### src/arcbe_pkg.sv
package arcbe_pkg;

  // opcode fields
  localparam logic [5:0]  AND_OPC        = 6'h05;
  localparam logic [7:0]  CBR_OPC        = 8'hE2;
  localparam int          DEST_BIT       = 9;
  localparam int          BANK_BIT       = 8;

  // data memory addressing
  localparam logic [7:0]  ILO_MAX        = 8'h5F;
  localparam logic [7:0]  ACCESS_SPLIT   = 8'h60;
  localparam logic [3:0]  ACCESS_LO_BANK = 4'h0;
  localparam logic [3:0]  ACCESS_HI_BANK = 4'hF;

  // status flag positions
  localparam int          C_BIT          = 0;
  localparam int          DC_BIT         = 1;
  localparam int          Z_BIT          = 2;
  localparam int          OV_BIT         = 3;
  localparam int          N_BIT          = 4;

  localparam logic [20:0] PC_STEP        = 21'h000002;

  // register byte offsets
  localparam logic [11:0] CTRL_OFS       = 12'h000;
  localparam logic [11:0] ACCUM_OFS      = 12'h004;
  localparam logic [11:0] BANK_OFS       = 12'h008;
  localparam logic [11:0] STATUS_OFS     = 12'h00C;
  localparam logic [11:0] INDEX_OFS      = 12'h010;
  localparam logic [11:0] PC_OFS         = 12'h014;
  localparam logic [11:0] EXEC_OFS       = 12'h018;

  // values after reset
  localparam logic        CTRL_RST       = 1'b0;
  localparam logic [7:0]  ACCUM_RST      = 8'h00;
  localparam logic [3:0]  BANK_RST       = 4'h0;
  localparam logic [4:0]  STATUS_RST     = 5'h00;
  localparam logic [11:0] INDEX_RST      = 12'h000;
  localparam logic [20:0] PC_RST         = 21'h000000;

  typedef enum logic [3:0] {
    PH_DECODE = 4'b0001,
    PH_READ   = 4'b0010,
    PH_PROC   = 4'b0100,
    PH_WRITE  = 4'b1000
  } arcbe_phase_t;

endpackage

### src/arcbe_dec_if.sv
`timescale 1ns/10ps
interface arcbe_dec_if;
  logic [15:0] instr;
  logic [7:0]  accum;
  logic [7:0]  fdata;
  logic [3:0]  bank;
  logic [11:0] index_base;
  logic        ext_en;
  logic        carry;
  logic [20:0] pc;
  logic        is_and;
  logic        is_cbr;
  logic        dest_file;
  logic        taken;
  logic [11:0] faddr;
  logic [7:0]  result;
  logic        res_zero;
  logic        res_neg;
  logic [20:0] target;

  modport core (
    output instr, accum, fdata, bank, index_base, ext_en, carry, pc,
    input  is_and, is_cbr, dest_file, taken, faddr, result, res_zero,
    input  res_neg, target
  );
  modport dec (
    input  instr, accum, fdata, bank, index_base, ext_en, carry, pc,
    output is_and, is_cbr, dest_file, taken, faddr, result, res_zero,
    output res_neg, target
  );
endinterface

### src/arcbe_decode.sv
`timescale 1ns/10ps
module arcbe_decode (
  // decode operands and results
  arcbe_dec_if.dec d
);
  logic [7:0] f;

  always_comb begin
    f = d.instr[7:0];
    d.is_and    = (d.instr[15:10] == arcbe_pkg::AND_OPC);
    d.is_cbr    = (d.instr[15:8] == arcbe_pkg::CBR_OPC);
    d.dest_file = d.instr[arcbe_pkg::DEST_BIT];
    if (d.instr[arcbe_pkg::BANK_BIT]) begin
      d.faddr = {d.bank, f};
    end else if (d.ext_en && (f <= arcbe_pkg::ILO_MAX)) begin
      d.faddr = d.index_base + {4'h0, f};
    end else if (f < arcbe_pkg::ACCESS_SPLIT) begin
      d.faddr = {arcbe_pkg::ACCESS_LO_BANK, f};
    end else begin
      d.faddr = {arcbe_pkg::ACCESS_HI_BANK, f};
    end
    d.result   = d.accum & d.fdata;
    d.res_zero = (d.result == 8'h00);
    d.res_neg  = d.result[7];
    d.taken    = d.is_cbr && d.carry;
    // signed offset doubled, added to the already-advanced address
    d.target = d.pc + arcbe_pkg::PC_STEP
               + {{12{f[7]}}, f, 1'b0};
  end
endmodule

### src/arcbe_core.sv
`timescale 1ns/10ps
// Functional notes
// - AND accumulator with file register, N and Z
// - destination bit 0 accumulator, 1 file register
// - bank bit 0 access bank, 1 bank select
// - extended set, access bank, f<=95 indexed
// - carry branch only when carry set, no flags
// - taken target is advanced address plus 2n
// - branch one cycle, taken adds nop cycle
module arcbe_core (
  // clock, reset, enable
  input  wire  logic        clk,
  input  wire  logic        reset,
  input  wire  logic        clk_en,
  // apb slave
  input  wire  logic        psel,
  input  wire  logic        penable,
  input  wire  logic        pwrite,
  input  wire  logic [11:0] paddr,
  input  wire  logic [31:0] pwdata,
  output logic       [31:0] prdata,
  output logic              pready,
  output logic              pslverr,
  // instruction fetch
  input  wire  logic        instr_valid,
  input  wire  logic [15:0] instr_word,
  output logic              instr_ready,
  output logic       [20:0] program_counter,
  output logic              flush_active,
  // file register port
  output logic       [11:0] file_addr,
  input  wire  logic [7:0]  file_rdata,
  output logic              file_we,
  output logic       [7:0]  file_wdata
);
  arcbe_pkg::arcbe_phase_t phase_r, phase_nxt;
  logic [15:0] instr_r, instr_nxt;
  logic        active_r, active_nxt;
  logic        flush_r, flush_nxt;
  logic [7:0]  fdata_r, fdata_nxt;
  logic [11:0] faddr_r, faddr_nxt;
  logic        we_r, we_nxt;
  logic [7:0]  wdata_r, wdata_nxt;
  logic [7:0]  accum_r, accum_nxt;
  logic [4:0]  status_r, status_nxt;
  logic [20:0] pc_r, pc_nxt;
  logic [3:0]  bank_r, bank_nxt;
  logic [11:0] index_r, index_nxt;
  logic        ext_r, ext_nxt;
  logic        addr_ok;
  logic        apb_wr;
  logic        commit;
  logic [20:0] cbr_ofs_w;
  logic [31:0] prdata_r, prdata_nxt;
  logic        rd_armed_r, rd_armed_nxt;

  arcbe_dec_if dif ();

  arcbe_decode u_decode (
    .d (dif.dec)
  );

  assign dif.instr      = instr_r;
  assign dif.accum      = accum_r;
  assign dif.fdata      = fdata_r;
  assign dif.bank       = bank_r;
  assign dif.index_base = index_r;
  assign dif.ext_en     = ext_r;
  assign dif.carry      = status_r[arcbe_pkg::C_BIT];
  assign dif.pc         = pc_r;

  assign addr_ok = (paddr == arcbe_pkg::CTRL_OFS)
                || (paddr == arcbe_pkg::ACCUM_OFS)
                || (paddr == arcbe_pkg::BANK_OFS)
                || (paddr == arcbe_pkg::STATUS_OFS)
                || (paddr == arcbe_pkg::INDEX_OFS)
                || (paddr == arcbe_pkg::PC_OFS)
                || (paddr == arcbe_pkg::EXEC_OFS);
  assign pready  = psel && penable && clk_en && rd_armed_r;
  assign pslverr = pready && !addr_ok;
  assign apb_wr  = pready && pwrite && addr_ok;
  assign commit  = clk_en && (phase_r == arcbe_pkg::PH_WRITE) && active_r;
  assign cbr_ofs_w = {{12{instr_r[7]}}, instr_r[7:0], 1'b0};

  assign instr_ready = clk_en && (phase_r == arcbe_pkg::PH_DECODE)
                       && !flush_r;
  assign program_counter = pc_r;
  assign prdata          = prdata_r;
  assign flush_active    = flush_r;
  assign file_addr       = faddr_r;
  assign file_we         = we_r;
  assign file_wdata      = wdata_r;

  // read data is a snapshot taken once per transfer, so it leaves a flop
  always_comb begin
    prdata_nxt   = prdata_r;
    rd_armed_nxt = rd_armed_r;
    if (pready) begin
      rd_armed_nxt = 1'b0;
    end else if (psel && !rd_armed_r) begin
      rd_armed_nxt = 1'b1;
      case (paddr)
        arcbe_pkg::CTRL_OFS:   prdata_nxt = {31'h00000000, ext_r};
        arcbe_pkg::ACCUM_OFS:  prdata_nxt = {24'h000000, accum_r};
        arcbe_pkg::BANK_OFS:   prdata_nxt = {28'h0000000, bank_r};
        arcbe_pkg::STATUS_OFS: prdata_nxt = {27'h0000000, status_r};
        arcbe_pkg::INDEX_OFS:  prdata_nxt = {20'h00000, index_r};
        arcbe_pkg::PC_OFS:     prdata_nxt = {11'h000, pc_r};
        arcbe_pkg::EXEC_OFS:   prdata_nxt = {instr_r, 10'h000, active_r,
                                             flush_r, phase_r};
        default:               prdata_nxt = 32'h00000000;
      endcase
    end
  end

  always_comb begin
    phase_nxt  = phase_r;
    instr_nxt  = instr_r;
    active_nxt = active_r;
    flush_nxt  = flush_r;
    fdata_nxt  = fdata_r;
    faddr_nxt  = faddr_r;
    we_nxt     = 1'b0;
    wdata_nxt  = wdata_r;
    accum_nxt  = accum_r;
    status_nxt = status_r;
    pc_nxt     = pc_r;
    bank_nxt   = bank_r;
    index_nxt  = index_r;
    ext_nxt    = ext_r;
    // software writes first, so the instruction update below wins
    if (apb_wr) begin
      case (paddr)
        arcbe_pkg::CTRL_OFS:   ext_nxt    = pwdata[0];
        arcbe_pkg::ACCUM_OFS:  accum_nxt  = pwdata[7:0];
        arcbe_pkg::BANK_OFS:   bank_nxt   = pwdata[3:0];
        arcbe_pkg::STATUS_OFS: status_nxt = pwdata[4:0];
        arcbe_pkg::INDEX_OFS:  index_nxt  = pwdata[11:0];
        arcbe_pkg::PC_OFS:     pc_nxt     = {pwdata[20:1], 1'b0};
        default:               ext_nxt    = ext_r;
      endcase
    end
    case (phase_r)
      arcbe_pkg::PH_DECODE: begin
        if (flush_r) begin
          active_nxt = 1'b0;
          phase_nxt  = arcbe_pkg::PH_READ;
        end else if (instr_valid) begin
          instr_nxt  = instr_word;
          active_nxt = 1'b1;
          phase_nxt  = arcbe_pkg::PH_READ;
        end
      end
      arcbe_pkg::PH_READ: begin
        if (active_r && dif.is_and) begin
          faddr_nxt = dif.faddr;
        end
        phase_nxt = arcbe_pkg::PH_PROC;
      end
      arcbe_pkg::PH_PROC: begin
        if (active_r && dif.is_and) begin
          fdata_nxt = file_rdata;
        end
        phase_nxt = arcbe_pkg::PH_WRITE;
      end
      arcbe_pkg::PH_WRITE: begin
        phase_nxt = arcbe_pkg::PH_DECODE;
        flush_nxt = 1'b0;
        if (active_r) begin
          pc_nxt = pc_r + arcbe_pkg::PC_STEP;
          if (dif.is_and) begin
            status_nxt[arcbe_pkg::N_BIT] = dif.res_neg;
            status_nxt[arcbe_pkg::Z_BIT] = dif.res_zero;
            if (dif.dest_file) begin
              we_nxt    = 1'b1;
              wdata_nxt = dif.result;
            end else begin
              accum_nxt = dif.result;
            end
          end else if (dif.taken) begin
            pc_nxt    = dif.target;
            flush_nxt = 1'b1;
          end
        end
      end
      default: phase_nxt = arcbe_pkg::PH_DECODE;
    endcase
  end

  always_ff @(posedge clk) begin
    if (reset) begin
      phase_r  <= arcbe_pkg::PH_DECODE;
      instr_r  <= 16'h0000;
      active_r <= 1'b0;
      flush_r  <= 1'b0;
      fdata_r  <= 8'h00;
      faddr_r  <= 12'h000;
      we_r     <= 1'b0;
      wdata_r  <= 8'h00;
      accum_r  <= arcbe_pkg::ACCUM_RST;
      status_r <= arcbe_pkg::STATUS_RST;
      pc_r     <= arcbe_pkg::PC_RST;
      bank_r   <= arcbe_pkg::BANK_RST;
      index_r  <= arcbe_pkg::INDEX_RST;
      ext_r    <= arcbe_pkg::CTRL_RST;
      prdata_r <= 32'h00000000;
      rd_armed_r <= 1'b0;
    end else if (clk_en) begin
      phase_r  <= phase_nxt;
      instr_r  <= instr_nxt;
      active_r <= active_nxt;
      flush_r  <= flush_nxt;
      fdata_r  <= fdata_nxt;
      faddr_r  <= faddr_nxt;
      we_r     <= we_nxt;
      wdata_r  <= wdata_nxt;
      accum_r  <= accum_nxt;
      status_r <= status_nxt;
      pc_r     <= pc_nxt;
      bank_r   <= bank_nxt;
      index_r  <= index_nxt;
      ext_r    <= ext_nxt;
      prdata_r <= prdata_nxt;
      rd_armed_r <= rd_armed_nxt;
    end
  end

  a_and_flags_set: assert property (@(posedge clk)
    disable iff (reset) commit && dif.is_and && !apb_wr |=>
      status_r[arcbe_pkg::N_BIT] == $past(fdata_r[7] & accum_r[7])
      && status_r[arcbe_pkg::Z_BIT] == ($past(dif.result) == 0)
      && status_r[arcbe_pkg::C_BIT] == $past(status_r[arcbe_pkg::C_BIT]))
    else $error("and flags wrong");

  a_and_to_accum: assert property (@(posedge clk)
    disable iff (reset)
    commit && dif.is_and && !dif.dest_file |=>
      accum_r == ($past(fdata_r) & $past(accum_r)) && !file_we)
    else $error("and result not in accumulator");

  a_and_to_file: assert property (@(posedge clk) disable iff (reset)
    commit && dif.is_and && dif.dest_file && !apb_wr |=> file_we
      && file_wdata == ($past(fdata_r) & $past(accum_r))
      && accum_r == $past(accum_r) ##1 !file_we || !$past(clk_en))
    else $error("and result not written to file");

  a_bank_select: assert property (@(posedge clk) disable iff (reset)
    clk_en && phase_r == arcbe_pkg::PH_READ && active_r && dif.is_and
      && instr_r[arcbe_pkg::BANK_BIT] |=>
      file_addr == {$past(bank_r), $past(instr_r[7:0])})
    else $error("bank select address wrong");

  a_index_offset: assert property (@(posedge clk)
    disable iff (reset)
    clk_en && phase_r == arcbe_pkg::PH_READ && active_r && dif.is_and
      && !instr_r[arcbe_pkg::BANK_BIT] && ext_r
      && instr_r[7:0] <= arcbe_pkg::ILO_MAX |=>
      file_addr == 12'($past(index_r) + {4'h0, $past(instr_r[7:0])}))
    else $error("indexed offset address wrong");

  a_cbr_no_flags: assert property (@(posedge clk)
    disable iff (reset)
    commit && dif.is_cbr && !apb_wr |=> status_r == $past(status_r)
      && accum_r == $past(accum_r))
    else $error("carry branch changed state");

  a_cbr_target: assert property (@(posedge clk) disable iff (reset)
    commit && dif.is_cbr && status_r[arcbe_pkg::C_BIT] |=>
      pc_r == 21'($past(pc_r) + arcbe_pkg::PC_STEP + $past(cbr_ofs_w)))
    else $error("branch target wrong");

  a_cbr_not_taken: assert property (@(posedge clk)
    disable iff (reset)
    commit && dif.is_cbr && !status_r[arcbe_pkg::C_BIT] |=>
      !flush_r && pc_r == 21'($past(pc_r) + arcbe_pkg::PC_STEP))
    else $error("untaken branch not single cycle");

  a_cbr_nop_cycle: assert property (@(posedge clk)
    disable iff (reset)
    commit && dif.taken |=> flush_r && !instr_ready
      && phase_r == arcbe_pkg::PH_DECODE)
    else $error("taken branch without nop cycle");

  a_nop_no_effect: assert property (@(posedge clk)
    disable iff (reset)
    clk_en && flush_r && phase_r == arcbe_pkg::PH_WRITE && !apb_wr |=>
      !flush_r && pc_r == $past(pc_r) && !file_we)
    else $error("nop cycle had an effect");

  a_accept_phase: assert property (@(posedge clk)
    disable iff (reset)
    instr_valid && instr_ready |=> phase_r == arcbe_pkg::PH_READ
      && active_r && instr_r == $past(instr_word))
    else $error("instruction not taken into decode");

endmodule

### config.mk
export PLATFORM = sky130hd
export DESIGN_NAME = arcbe_core
export DESIGN_NICKNAME = d
export VERILOG_FILES = /design/src/arcbe_pkg.sv /design/src/arcbe_dec_if.sv /design/src/arcbe_decode.sv /design/src/arcbe_core.sv
export SDC_FILE = /design/constraint.sdc
export NUM_CORES = 1
export LEC_CHECK = 0
export BUFFER_PORTS_ARGS = -buffer_cell sky130_fd_sc_hd__buf_4
export CORE_MARGIN = 2
export CORE_UTILIZATION = 60
export CTS_BUF_LIST = sky130_fd_sc_hd__clkbuf_16
export DETAILED_ROUTE_END_ITERATION = 10
export PLACE_DENSITY = 0.86
export REMOVE_ABC_BUFFERS = 1
export SETUP_SLACK_MARGIN = 0.4
export SLEW_MARGIN = 40
export SYNTH_ARGS = -nofsm -noshare
export SYNTH_HDL_FRONTEND = slang
export SYNTH_SLANG_ARGS = --single-unit
### constraint.sdc
create_clock -name clk -period 10.5 [get_ports clk]
set_input_delay 0.525 -clock clk [delete_from_list [all_inputs] [get_ports clk]]
set_output_delay 0.525 -clock clk [all_outputs]
set_load 0.01 [all_outputs]
==> flow_summary.json, run 1 <==
{
  "wl_per_cell_um": 18.4,
  "cp_slowest_cell": "or4_1",
  "synth_edf_count": 0,
  "synthMuxAreaShare": 0.0461,
  "crit_buf_inv": 0,
  "synth_area_um2": 7680,
  "drc_errors": 0,
  "final_antenna_net_count": 0,
  "place_congestion": 0.990,
  "synth_area_leaders": "dfxtp_1 35%, nand2_1 7.5%, a21oi_1 6.8%",
  "io_buffer_count": 141,
  "synthToLayoutAreaGrowth_pct": 22.0,
  "grt_pass1_vias": 7199,
  "leakage_uw": 0.00381,
  "cp-end-kind": "flip-flop",
  "post_cts_resized": 0,
  "total_power_uw": 1200,
  "tns_ns": 0,
  "synth-simple-area-share": 0.247,
  "drtPass1Iterations": 8,
  "die_w_um": 117,
  "holdBufCountCts": 0,
  "syn_inst": 992,
  "grt_pass1_wl_um": 36900,
  "grt_use_total": 0.350,
  "crit_family": "simple AND/OR/NAND/NOR gates",
  "postLayoutCoreUtil": 0.746,
  "cts-htree-levels": 4,
  "grt_max_degree": 70,
  "fp.dieArea_um2": 13700,
  "vias": 7937,
  "routed_wl_um": 23600,
  "tightest_slew_ns": 0.773,
  "rsz0062_at_grt": "no",
  "fmax_ghz": 0.247,
  "rows": 41,
  "start_kind": "flip-flop",
  "clock_sinks": 135,
  "synth_compound_area_frac": 0.217,
  "max_slew_margin": 0.485,
  "layout.nets": 1212,
  "synth_xor_area_frac": 0.0399,
  "slew_viol_final": 0,
  "period_needed_ns": 4.05,
  "finalSetupViolCount": 0,
  "synth_cell_types": 68,
  "cts_tree": "yes",
  "synthTopCellsByCount": "153 x nand2_1, 135 x dfxtp_1, 118 x nor2_1",
  "p_per_area_nw_per_um2": 128,
  "cts_setup_buffers": 0,
  "maxCapViolCount": 0,
  "synth_most_common_cell": "nand2_1",
  "cp_cell_sequence": "and3_1, nand3_1, or4_1, xnor2_1, ha_1, nand2_1, nor4_1, a211o_1, nand2_2, o31ai_2, mux2_4, mux2_4, a2111oi_4",
  "crit_required_ns": 10.83,
  "io_pins": 153,
  "skew_ns": 0.0108,
  "hp-class": "in2reg",
  "yosysWarnings": 0,
  "period_share": 0.386,
  "cts-root-buf": "clkbuf_16",
  "grt_antenna_before_repair": 0,
  "core_um2": 12600,
  "routed_via_density": 6.16,
  "cts.clk_slew.worst_paths_ns": 0.06,
  "synth_top_area_cell": "dfxtp_1",
  "cts_buffer_depth": 2,
  "async_flop_share": 0,
  "antenna_cells": 0,
  "clk_latency_ns": 0.43,
  "cp.arrival_ns": 4.38,
  "ys_ff_latch": 135,
  "cp_common_cell": "mux2_4",
  "synth_top_family_by_area": "simple AND/OR/NAND/NOR gates",
  "syn_avg_cell_area_um2": 7.75,
  "worstSetupPathType": "reg2reg",
  "globalRouteOverflowTotal": 0,
  "dp.final_hpwl_um": 16400,
  "cp_slowest_stage_delay_ns": 0.54,
  "die_h_um": 117,
  "yosys_most_used_dff": "dfxtp_1",
  "seq_area_frac_synth": 0.352,
  "synth_fa_ha_area_frac": 0.0573,
  "hold_viol": 0,
  "drt_iter0_drc": 914,
  "yosysTopAreaCellShare": 0.352,
  "whs_ns": 0.329,
  "ir_worst_vdd_uv": 129,
  "status": "completed",
  "path_max_fanout": 7,
  "start_util": 0.611,
  "drive_gt1_frac": 0.184,
  "numCtsBuffers": 17
}
==> registers in the layout (all words and copies together) (netlist names) <==
name             count
prdata              32
program_counter     21
dif.instr           16
dif.index_base      12
file_addr           12
accum_r              8
dif.fdata            8
file_wdata           8
status_r             5
bank_r               4
phase_r              4
active_r             1
dif.ext_en           1
file_we              1
flush_active         1
rd_armed_r           1
==> path summary, 6_finish.rpt <==
path | start | end | slack (ns) | cells after the start
setup / recovery | program_counter[3] | program_counter[20] | 6.45 | 13
hold / removal | file_rdata[0] | dif.fdata[0] | 0.33 | 3
setup reg to reg | program_counter[3] | program_counter[20] | 6.45 | 13
hold reg to reg | prdata[13] | prdata[13] | 0.45 | 2
==> metrics by stage <==
| stage | setup WS, ns | instances | instance area [um2] |
|---|---|---|---|
| finish | 6.45 | 1288 | 9370 |
| global route | 6.24 | 1288 | 9370 |
| CTS | 6.51 | 1288 | 9370 |
| detailed placement | 6.54 | 1256 | 8790 |
| global placement | 6.60 | 1256 | 8780 |
| floorplan | 6.06 | 937 | 7460 |
==> power by group <==
part | switching [uW] | internal, uW
registers | 10.4 | 519
clock network | 236 | 350
logic | 49.9 | 35.6
total | 297 | 905
==> worst register-to-register path, stage by stage (launching register included) <==
cell	delay [ns]
dfxtp_1	0.47
and3_1	0.24
nand3_1	0.32
or4_1	0.54
xnor2_1	0.19
ha_1	0.42
nand2_1	0.07
nor4_1	0.19
a211o_1	0.18
nand2_2	0.08
o31ai_2	0.29
mux2_4	0.36
mux2_4	0.32
a2111oi_4	0.29
==> final cells by class <==
class | instances | area (um2)
well taps | 172 | 215
inverters | 23 | 86.3
flip-flops and latches | 135 | 2700
clock inverters | 15 | 153
multi-input cells | 779 | 4680
repair buffers | 147 | 1100
fillers | 972 | 3200
clock buffers | 17 | 425
==> cell families (layout without fill, tap and decap cells) <==
family | Yosys count | count (layout)
flops | 135 | 135
mux | 34 | 34
buf+inv | 78 | 202
simple gates | 415 | 415
xor+xnor | 35 | 35
compound gates | 261 | 261
fa+ha+maj | 34 | 34
==> layer usage <==
layer,wire length (um),part of all wire,GRT usage,up-vias
li1,-,-,-,3764
met5,0,0,0,-
met3,2480,0.10,0.0767,61
met4,660,0.028,0.144,0
met1,9550,0.40,0.465,3675
met2,11000,0.46,0.552,437
==> cells in the final DEF, fill, tap and decap left out, types with 6 or more instances in the layout <==
cell type and n:
nand2_1 153, buf_4 147, dfxtp_1 135, nor2_1 115
a21oi_1 104, o21ai_0 45, nand3_1 38, nor3_1 34
ha_1 32, mux2i_1 29, a22oi_1 24, inv_1 23
a211oi_1 19, xnor2_1 18, xor2_1 17, clkbuf_16 17
and3_1 13, a222oi_1 10, and2_1 8, a21o_1 8
nor2b_1 7, nor4_1 6
No activity file was read; power rests on OpenSTA's default activity.
==> inputs of run 2 (changes only) <==
--- a/config.mk
+++ b/config.mk
@@ -7,10 +7,10 @@
 export LEC_CHECK = 0
 export BUFFER_PORTS_ARGS = -buffer_cell sky130_fd_sc_hd__buf_4
 export CORE_MARGIN = 2
-export CORE_UTILIZATION = 60
+export CORE_UTILIZATION = 56
 export CTS_BUF_LIST = sky130_fd_sc_hd__clkbuf_16
 export DETAILED_ROUTE_END_ITERATION = 10
-export PLACE_DENSITY = 0.86
+export PLACE_DENSITY = 0.81
 export REMOVE_ABC_BUFFERS = 1
 export SETUP_SLACK_MARGIN = 0.4
 export SLEW_MARGIN = 40
==> constraint.sdc (replaced) <==
create_clock -name clk -period 3.8 [get_ports clk]
set_input_delay 0.19 -clock clk [delete_from_list [all_inputs] [get_ports clk]]
set_output_delay 0.19 -clock clk [all_outputs]
set_load 0.01 [all_outputs]
==> flow_summary.json, run 2 (synthesis gave the netlist of run 1 again) <==
{
  "largest_register_ffs": 32,
  "whs_ns": 0.00399,
  "rsz0062_at_grt": "yes",
  "numCtsBuffers": 17,
  "dp.final_hpwl_um": 17300,
  "finalSetupViolCount": 0,
  "path_max_fanout": 4,
  "hold_start": "file_rdata[7]",
  "tightest_slew_ns": 0.804,
  "cts-htree-levels": 4,
  "mostFrequentLayoutCells": "184 x buf_4, 151 x nand2_1, 127 x dfxtp_1",
  "drive_gt1_frac": 0.235,
  "period_needed_ns": 3.45,
  "grt_pass1_wl_um": 38600,
  "status": "completed",
  "cp-end-kind": "flip-flop",
  "antenna_cells": 0,
  "total_power_uw": 3390,
  "r2r_setup_slack_ns": 0.35,
  "vias": 8066,
  "wl_per_cell_um": 18.6,
  "hp-class": "in2reg",
  "period_share": 0.907,
  "fmax_ghz": 0.290,
  "routed_via_density": 6.04,
  "io_pins": 153,
  "r2r-start": "program_counter[8]",
  "busiest_layer": "met2",
  "io_buffer_count": 141,
  "start_kind": "flip-flop",
  "leakage_uw": 0.00407,
  "start_util": 0.578,
  "maxCapViolCount": 0,
  "timing.rr.end": "program_counter[20]",
  "place_congestion": 0.951,
  "cts.clk_slew.worst_paths_ns": 0.06,
  "final_cells": 1335,
  "hold_viol": 0,
  "core_um2": 13300,
  "globalRouteOverflowTotal": 0,
  "cts-root-buf": "clkbuf_16",
  "cp.arrival_ns": 3.78,
  "drc_errors": 0,
  "grt_util_met1": 0.458,
  "grt_pass1_vias": 7403,
  "slew_viol_final": 0,
  "reg2reg_depth": 16,
  "grt_max_degree": 75,
  "final_common_cell": "buf_4",
  "clock_sinks": 135,
  "fill_cells": 1056,
  "grt_use_total": 0.338,
  "grt_antenna_before_repair": 0,
  "max_slew_margin": 0.459,
  "place_inst": 1282,
  "globalRouteMet2Util": 0.509,
  "die_w_um": 121,
  "final_antenna_net_count": 0,
  "hold_path_depth": 3,
  "ir_worst_vdd_uv": 305,
  "layout.nets": 1255,
  "die_h_um": 121,
  "tns_ns": 0,
  "drtPass1Iterations": 5,
  "skew_ns": 0.00887,
  "rows": 42,
  "cts_tree": "yes",
  "grt_use_met3": 0.0841,
  "crit_required_ns": 4.13,
  "cts_buffer_depth": 2,
  "p_per_area_nw_per_um2": 342,
  "fp.dieArea_um2": 14700,
  "synthToLayoutAreaGrowth_pct": 28.8,
  "whs_endpoint": "dif.fdata[7]",
  "routed_wl_um": 24800,
  "clk_latency_ns": 0.43,
  "worstSetupPathType": "reg2reg",
  "drt_iter0_drc": 777
}
run 2: cell types whose count changed in the layout (fill, tap and decap cells not counted), sizes merged:
cell         change
buf             +37
clkinv           -1
clkinvlp         -1
dlygate4sd3      +6
inv              +2
run 2: layer usage:
metal / wire (um) / part of all wire / vias to the layer above
li1: - / - / 3854
met5: 0 / 0 / -
met4: 882 / 0.036 / 0
met2: 11000 / 0.44 / 405
met1: 10500 / 0.42 / 3738
met3: 2500 / 0.10 / 69
run 2: timing repair:
action                                  CTS  global route
pin swaps                                24            13
resized for setup                        25            13
hold endpoints to repair                  6             0
buffers inserted                         13             2
endpoints found under the setup margin    3             7
hold buffers                              6             0
run 2: worst max path at each step:
stage,slack (ns),endpoint,from
3_5_place_dp,0.1,program_counter[20],program_counter[9]
2_1_floorplan,-0.64,program_counter[20],dif.instr[8]
5_1_grt,0.24,program_counter[20],program_counter[9]
3_3_place_gp,0.20,program_counter[20],program_counter[9]
6_report,0.35,program_counter[20],program_counter[8]
4_1_cts,0.32,program_counter[20],program_counter[9]
run 2: cell type report:
type	instances	area, um2	share of cell area
flip-flops and latches	135	2720	0.274
inverters	23	86.3	0.00873
repair buffers	190	1440	0.146
multi-input cells	779	4830	0.489
clock inverters	15	170	0.0172
clock buffers	17	425	0.0430
well taps	176	220	0.0223
run 2: power by group:
group	switching (uW)	internal, uW
registers	24.7	1430
logic	147	109
clock network	689	983
total	861	2530
run 2: worst max-delay path: stages (launching register included):
cell and delay [ns]:
dfxtp_2 0.33, nand4_1 0.24, nor4_4 0.26, nand4_1 0.25, buf_4 0.22, nor2_2 0.13, nand2_2 0.09, xnor2_2 0.21
ha_4 0.25, a21oi_4 0.15, o21bai_1 0.09, a21oi_2 0.18, o31ai_4 0.10, mux2_4 0.32, buf_4 0.14, mux2i_1 0.14
a2111oi_4 0.26
run 2: stage by stage:
stage / instance area [um2] / utilization / setup WS [ns]
final: 9890 / 0.744 / 0.353
after global routing: 9890 / 0.744 / 0.236
after CTS: 9810 / 0.738 / 0.324
after detailed placement: 8960 / 0.674 / 0.0981
after global placement: 8950 / 0.673 / 0.202
after floorplan: 7460 / - / -0.643
==> inputs of run 3 (changes only) <==
--- a/config.mk
+++ b/config.mk
@@ -10,7 +10,7 @@
 export CORE_UTILIZATION = 56
 export CTS_BUF_LIST = sky130_fd_sc_hd__clkbuf_16
 export DETAILED_ROUTE_END_ITERATION = 10
-export PLACE_DENSITY = 0.81
+export PLACE_DENSITY = 0.84
 export REMOVE_ABC_BUFFERS = 1
 export SETUP_SLACK_MARGIN = 0.4
 export SLEW_MARGIN = 40
==> flow_summary.json, run 3 (synthesis gave the netlist of run 1 again) <==
{
  "wl_per_cell_um": 18.7,
  "cp-end-kind": "flip-flop",
  "worstSetupPathType": "reg2reg",
  "fmax_ghz": 0.299,
  "cts.clk_slew.worst_paths_ns": 0.06,
  "hold_viol": 0,
  "skew_ns": 0.0109,
  "intPower_uw": 2440,
  "grt_pass1_vias": 7576,
  "place_congestion": 0.955,
  "place_area_um2": 8960,
  "grt_use_met3": 0.0855,
  "p_per_area_nw_per_um2": 332,
  "io_pins": 153,
  "p_sw_uw": 824,
  "globalRouteMet2Util": 0.531,
  "crit_required_ns": 4.13,
  "slew_viol_final": 0,
  "place_inst": 1282,
  "fp.dieArea_um2": 14700,
  "combinationalPowerShare": 0.078,
  "whs_ns": 0.00461,
  "pwr-share-clk": 0.476,
  "reg2reg_depth": 15,
  "ir_worst_vdd_uv": 437,
  "grt_util_met1": 0.451,
  "rsz0062_at_grt": "yes",
  "die_w_um": 121,
  "numCtsBuffers": 17,
  "vias": 8130,
  "tightest_slew_ns": 0.796,
  "maxCapViolCount": 0,
  "hp-class": "in2reg",
  "path_max_fanout": 4,
  "layout.nets": 1253,
  "mostFrequentLayoutCells": "186 x buf_4, 151 x nand2_1, 127 x dfxtp_1",
  "p_seq_frac": 0.446,
  "fin_area_um2": 9840,
  "start_util": 0.578,
  "worst_setup_path_startpoint": "program_counter[9]",
  "final_common_cell": "buf_4",
  "hold_path_depth": 3,
  "r2r-start": "program_counter[9]",
  "routed_wl_um": 24900,
  "cts_tree": "yes",
  "cts_buffer_depth": 2,
  "leakage_uw": 0.00406,
  "drive_gt1_frac": 0.237,
  "grt_use_total": 0.340,
  "largest_register_ffs": 32,
  "period_share": 0.881,
  "dp.final_hpwl_um": 17400,
  "status": "completed",
  "grt_pass1_wl_um": 39200,
  "r2r_setup_slack_ns": 0.45,
  "cts-htree-levels": 4,
  "hold_start": "file_rdata[3]",
  "routed_via_density": 6.10,
  "timing.rr.end": "program_counter[20]",
  "drc_errors": 0,
  "io_buffer_count": 141,
  "grt_antenna_before_repair": 0,
  "final_antenna_net_count": 0,
  "p_sw_frac": 0.253,
  "clock_sinks": 135,
  "synthToLayoutAreaGrowth_pct": 28.0,
  "start_kind": "flip-flop",
  "whs_endpoint": "dif.fdata[3]",
  "busiest_layer": "met2",
  "core_um2": 13300,
  "final_cells": 1333,
  "cts-root-buf": "clkbuf_16",
  "cp.arrival_ns": 3.68,
  "grt_max_degree": 50,
  "finalSetupViolCount": 0,
  "drt_iter0_drc": 1039,
  "antenna_cells": 0,
  "die_h_um": 121,
  "max_slew_margin": 0.469,
  "rows": 42,
  "fill_cells": 1068,
  "period_needed_ns": 3.35,
  "drtPass1Iterations": 8,
  "clk_latency_ns": 0.43,
  "globalRouteOverflowTotal": 0
}
run 3: routing by layer:
layer	up-vias	share of wire
met5	-	0
met4	0	0.034
met3	76	0.11
met2	488	0.45
met1	3715	0.40
li1	3851	-
run 3: repair_timing:
item / CTS / global route
pin swaps: 18 / 18
resized for setup: 30 / 11
endpoints found under the setup margin: 2 / 6
setup buffers: 15 / 2
hold buffers: 2 / 0
gates cloned: 0 / 0
hold endpoints to repair: 2 / 0
run 3: worst max-delay path: stages (launching register included):
cell       delay [ns]
dfxtp_4          0.35
nand4_1          0.22
buf_4            0.22
nor2_1           0.12
xnor2_1          0.17
ha_1             0.32
a21oi_1          0.15
nand2_1          0.07
a211o_1          0.30
a211o_1          0.29
nand2_2          0.12
o31ai_4          0.07
mux2_4           0.31
buf_4            0.14
mux2i_1          0.14
a2111oi_4        0.26
run 3: worst max-delay path by stage:
| stage | slack [ns] | to | cells past startpoint |
|---|---|---|---|
| 4_1_cts | 0.41 | program_counter[20] | 14 |
| 3_3_place_gp | 0.21 | program_counter[20] | 14 |
| 5_1_grt | 0.33 | program_counter[20] | 16 |
| 2_1_floorplan | -0.64 | program_counter[20] | 6 |
| 3_5_place_dp | 0.12 | program_counter[20] | 13 |
| 6_report | 0.45 | program_counter[20] | 15 |
run 3: power by group through the flow:
stage / Sequential, uW / Combinational (uW) / Clock, uW
CTS: 1460 / 249 / 1560
global route: 1460 / 276 / 1630
floorplan: 1490 / 94.0 / 0
detailed placement: 1490 / 242 / 0
finish: 1460 / 253 / 1550
global placement: 1490 / 239 / 0
run 3: area by class of cell:
cell class / instances / area, um2 / share of cell area
clock buffers: 17 / 425 / 0.0432
clock inverters: 15 / 130 / 0.0132
inverters: 23 / 86.3 / 0.00878
multi-input cells: 779 / 4840 / 0.492
flip-flops and latches: 135 / 2720 / 0.277
well taps: 176 / 220 / 0.0224
repair buffers: 188 / 1420 / 0.144
run 3: through the flow:
step | setup slack (ns) | setup TNS [ns] | util | power [uW]
global route | 0.328 | 0 | 0.740 | 3370
floorplan | -0.643 | -3.10 | - | 1580
finish | 0.451 | 0 | 0.740 | 3260
detailed placement | 0.118 | 0 | 0.674 | 1730
global placement | 0.206 | 0 | 0.673 | 1730
CTS | 0.411 | 0 | 0.735 | 3270
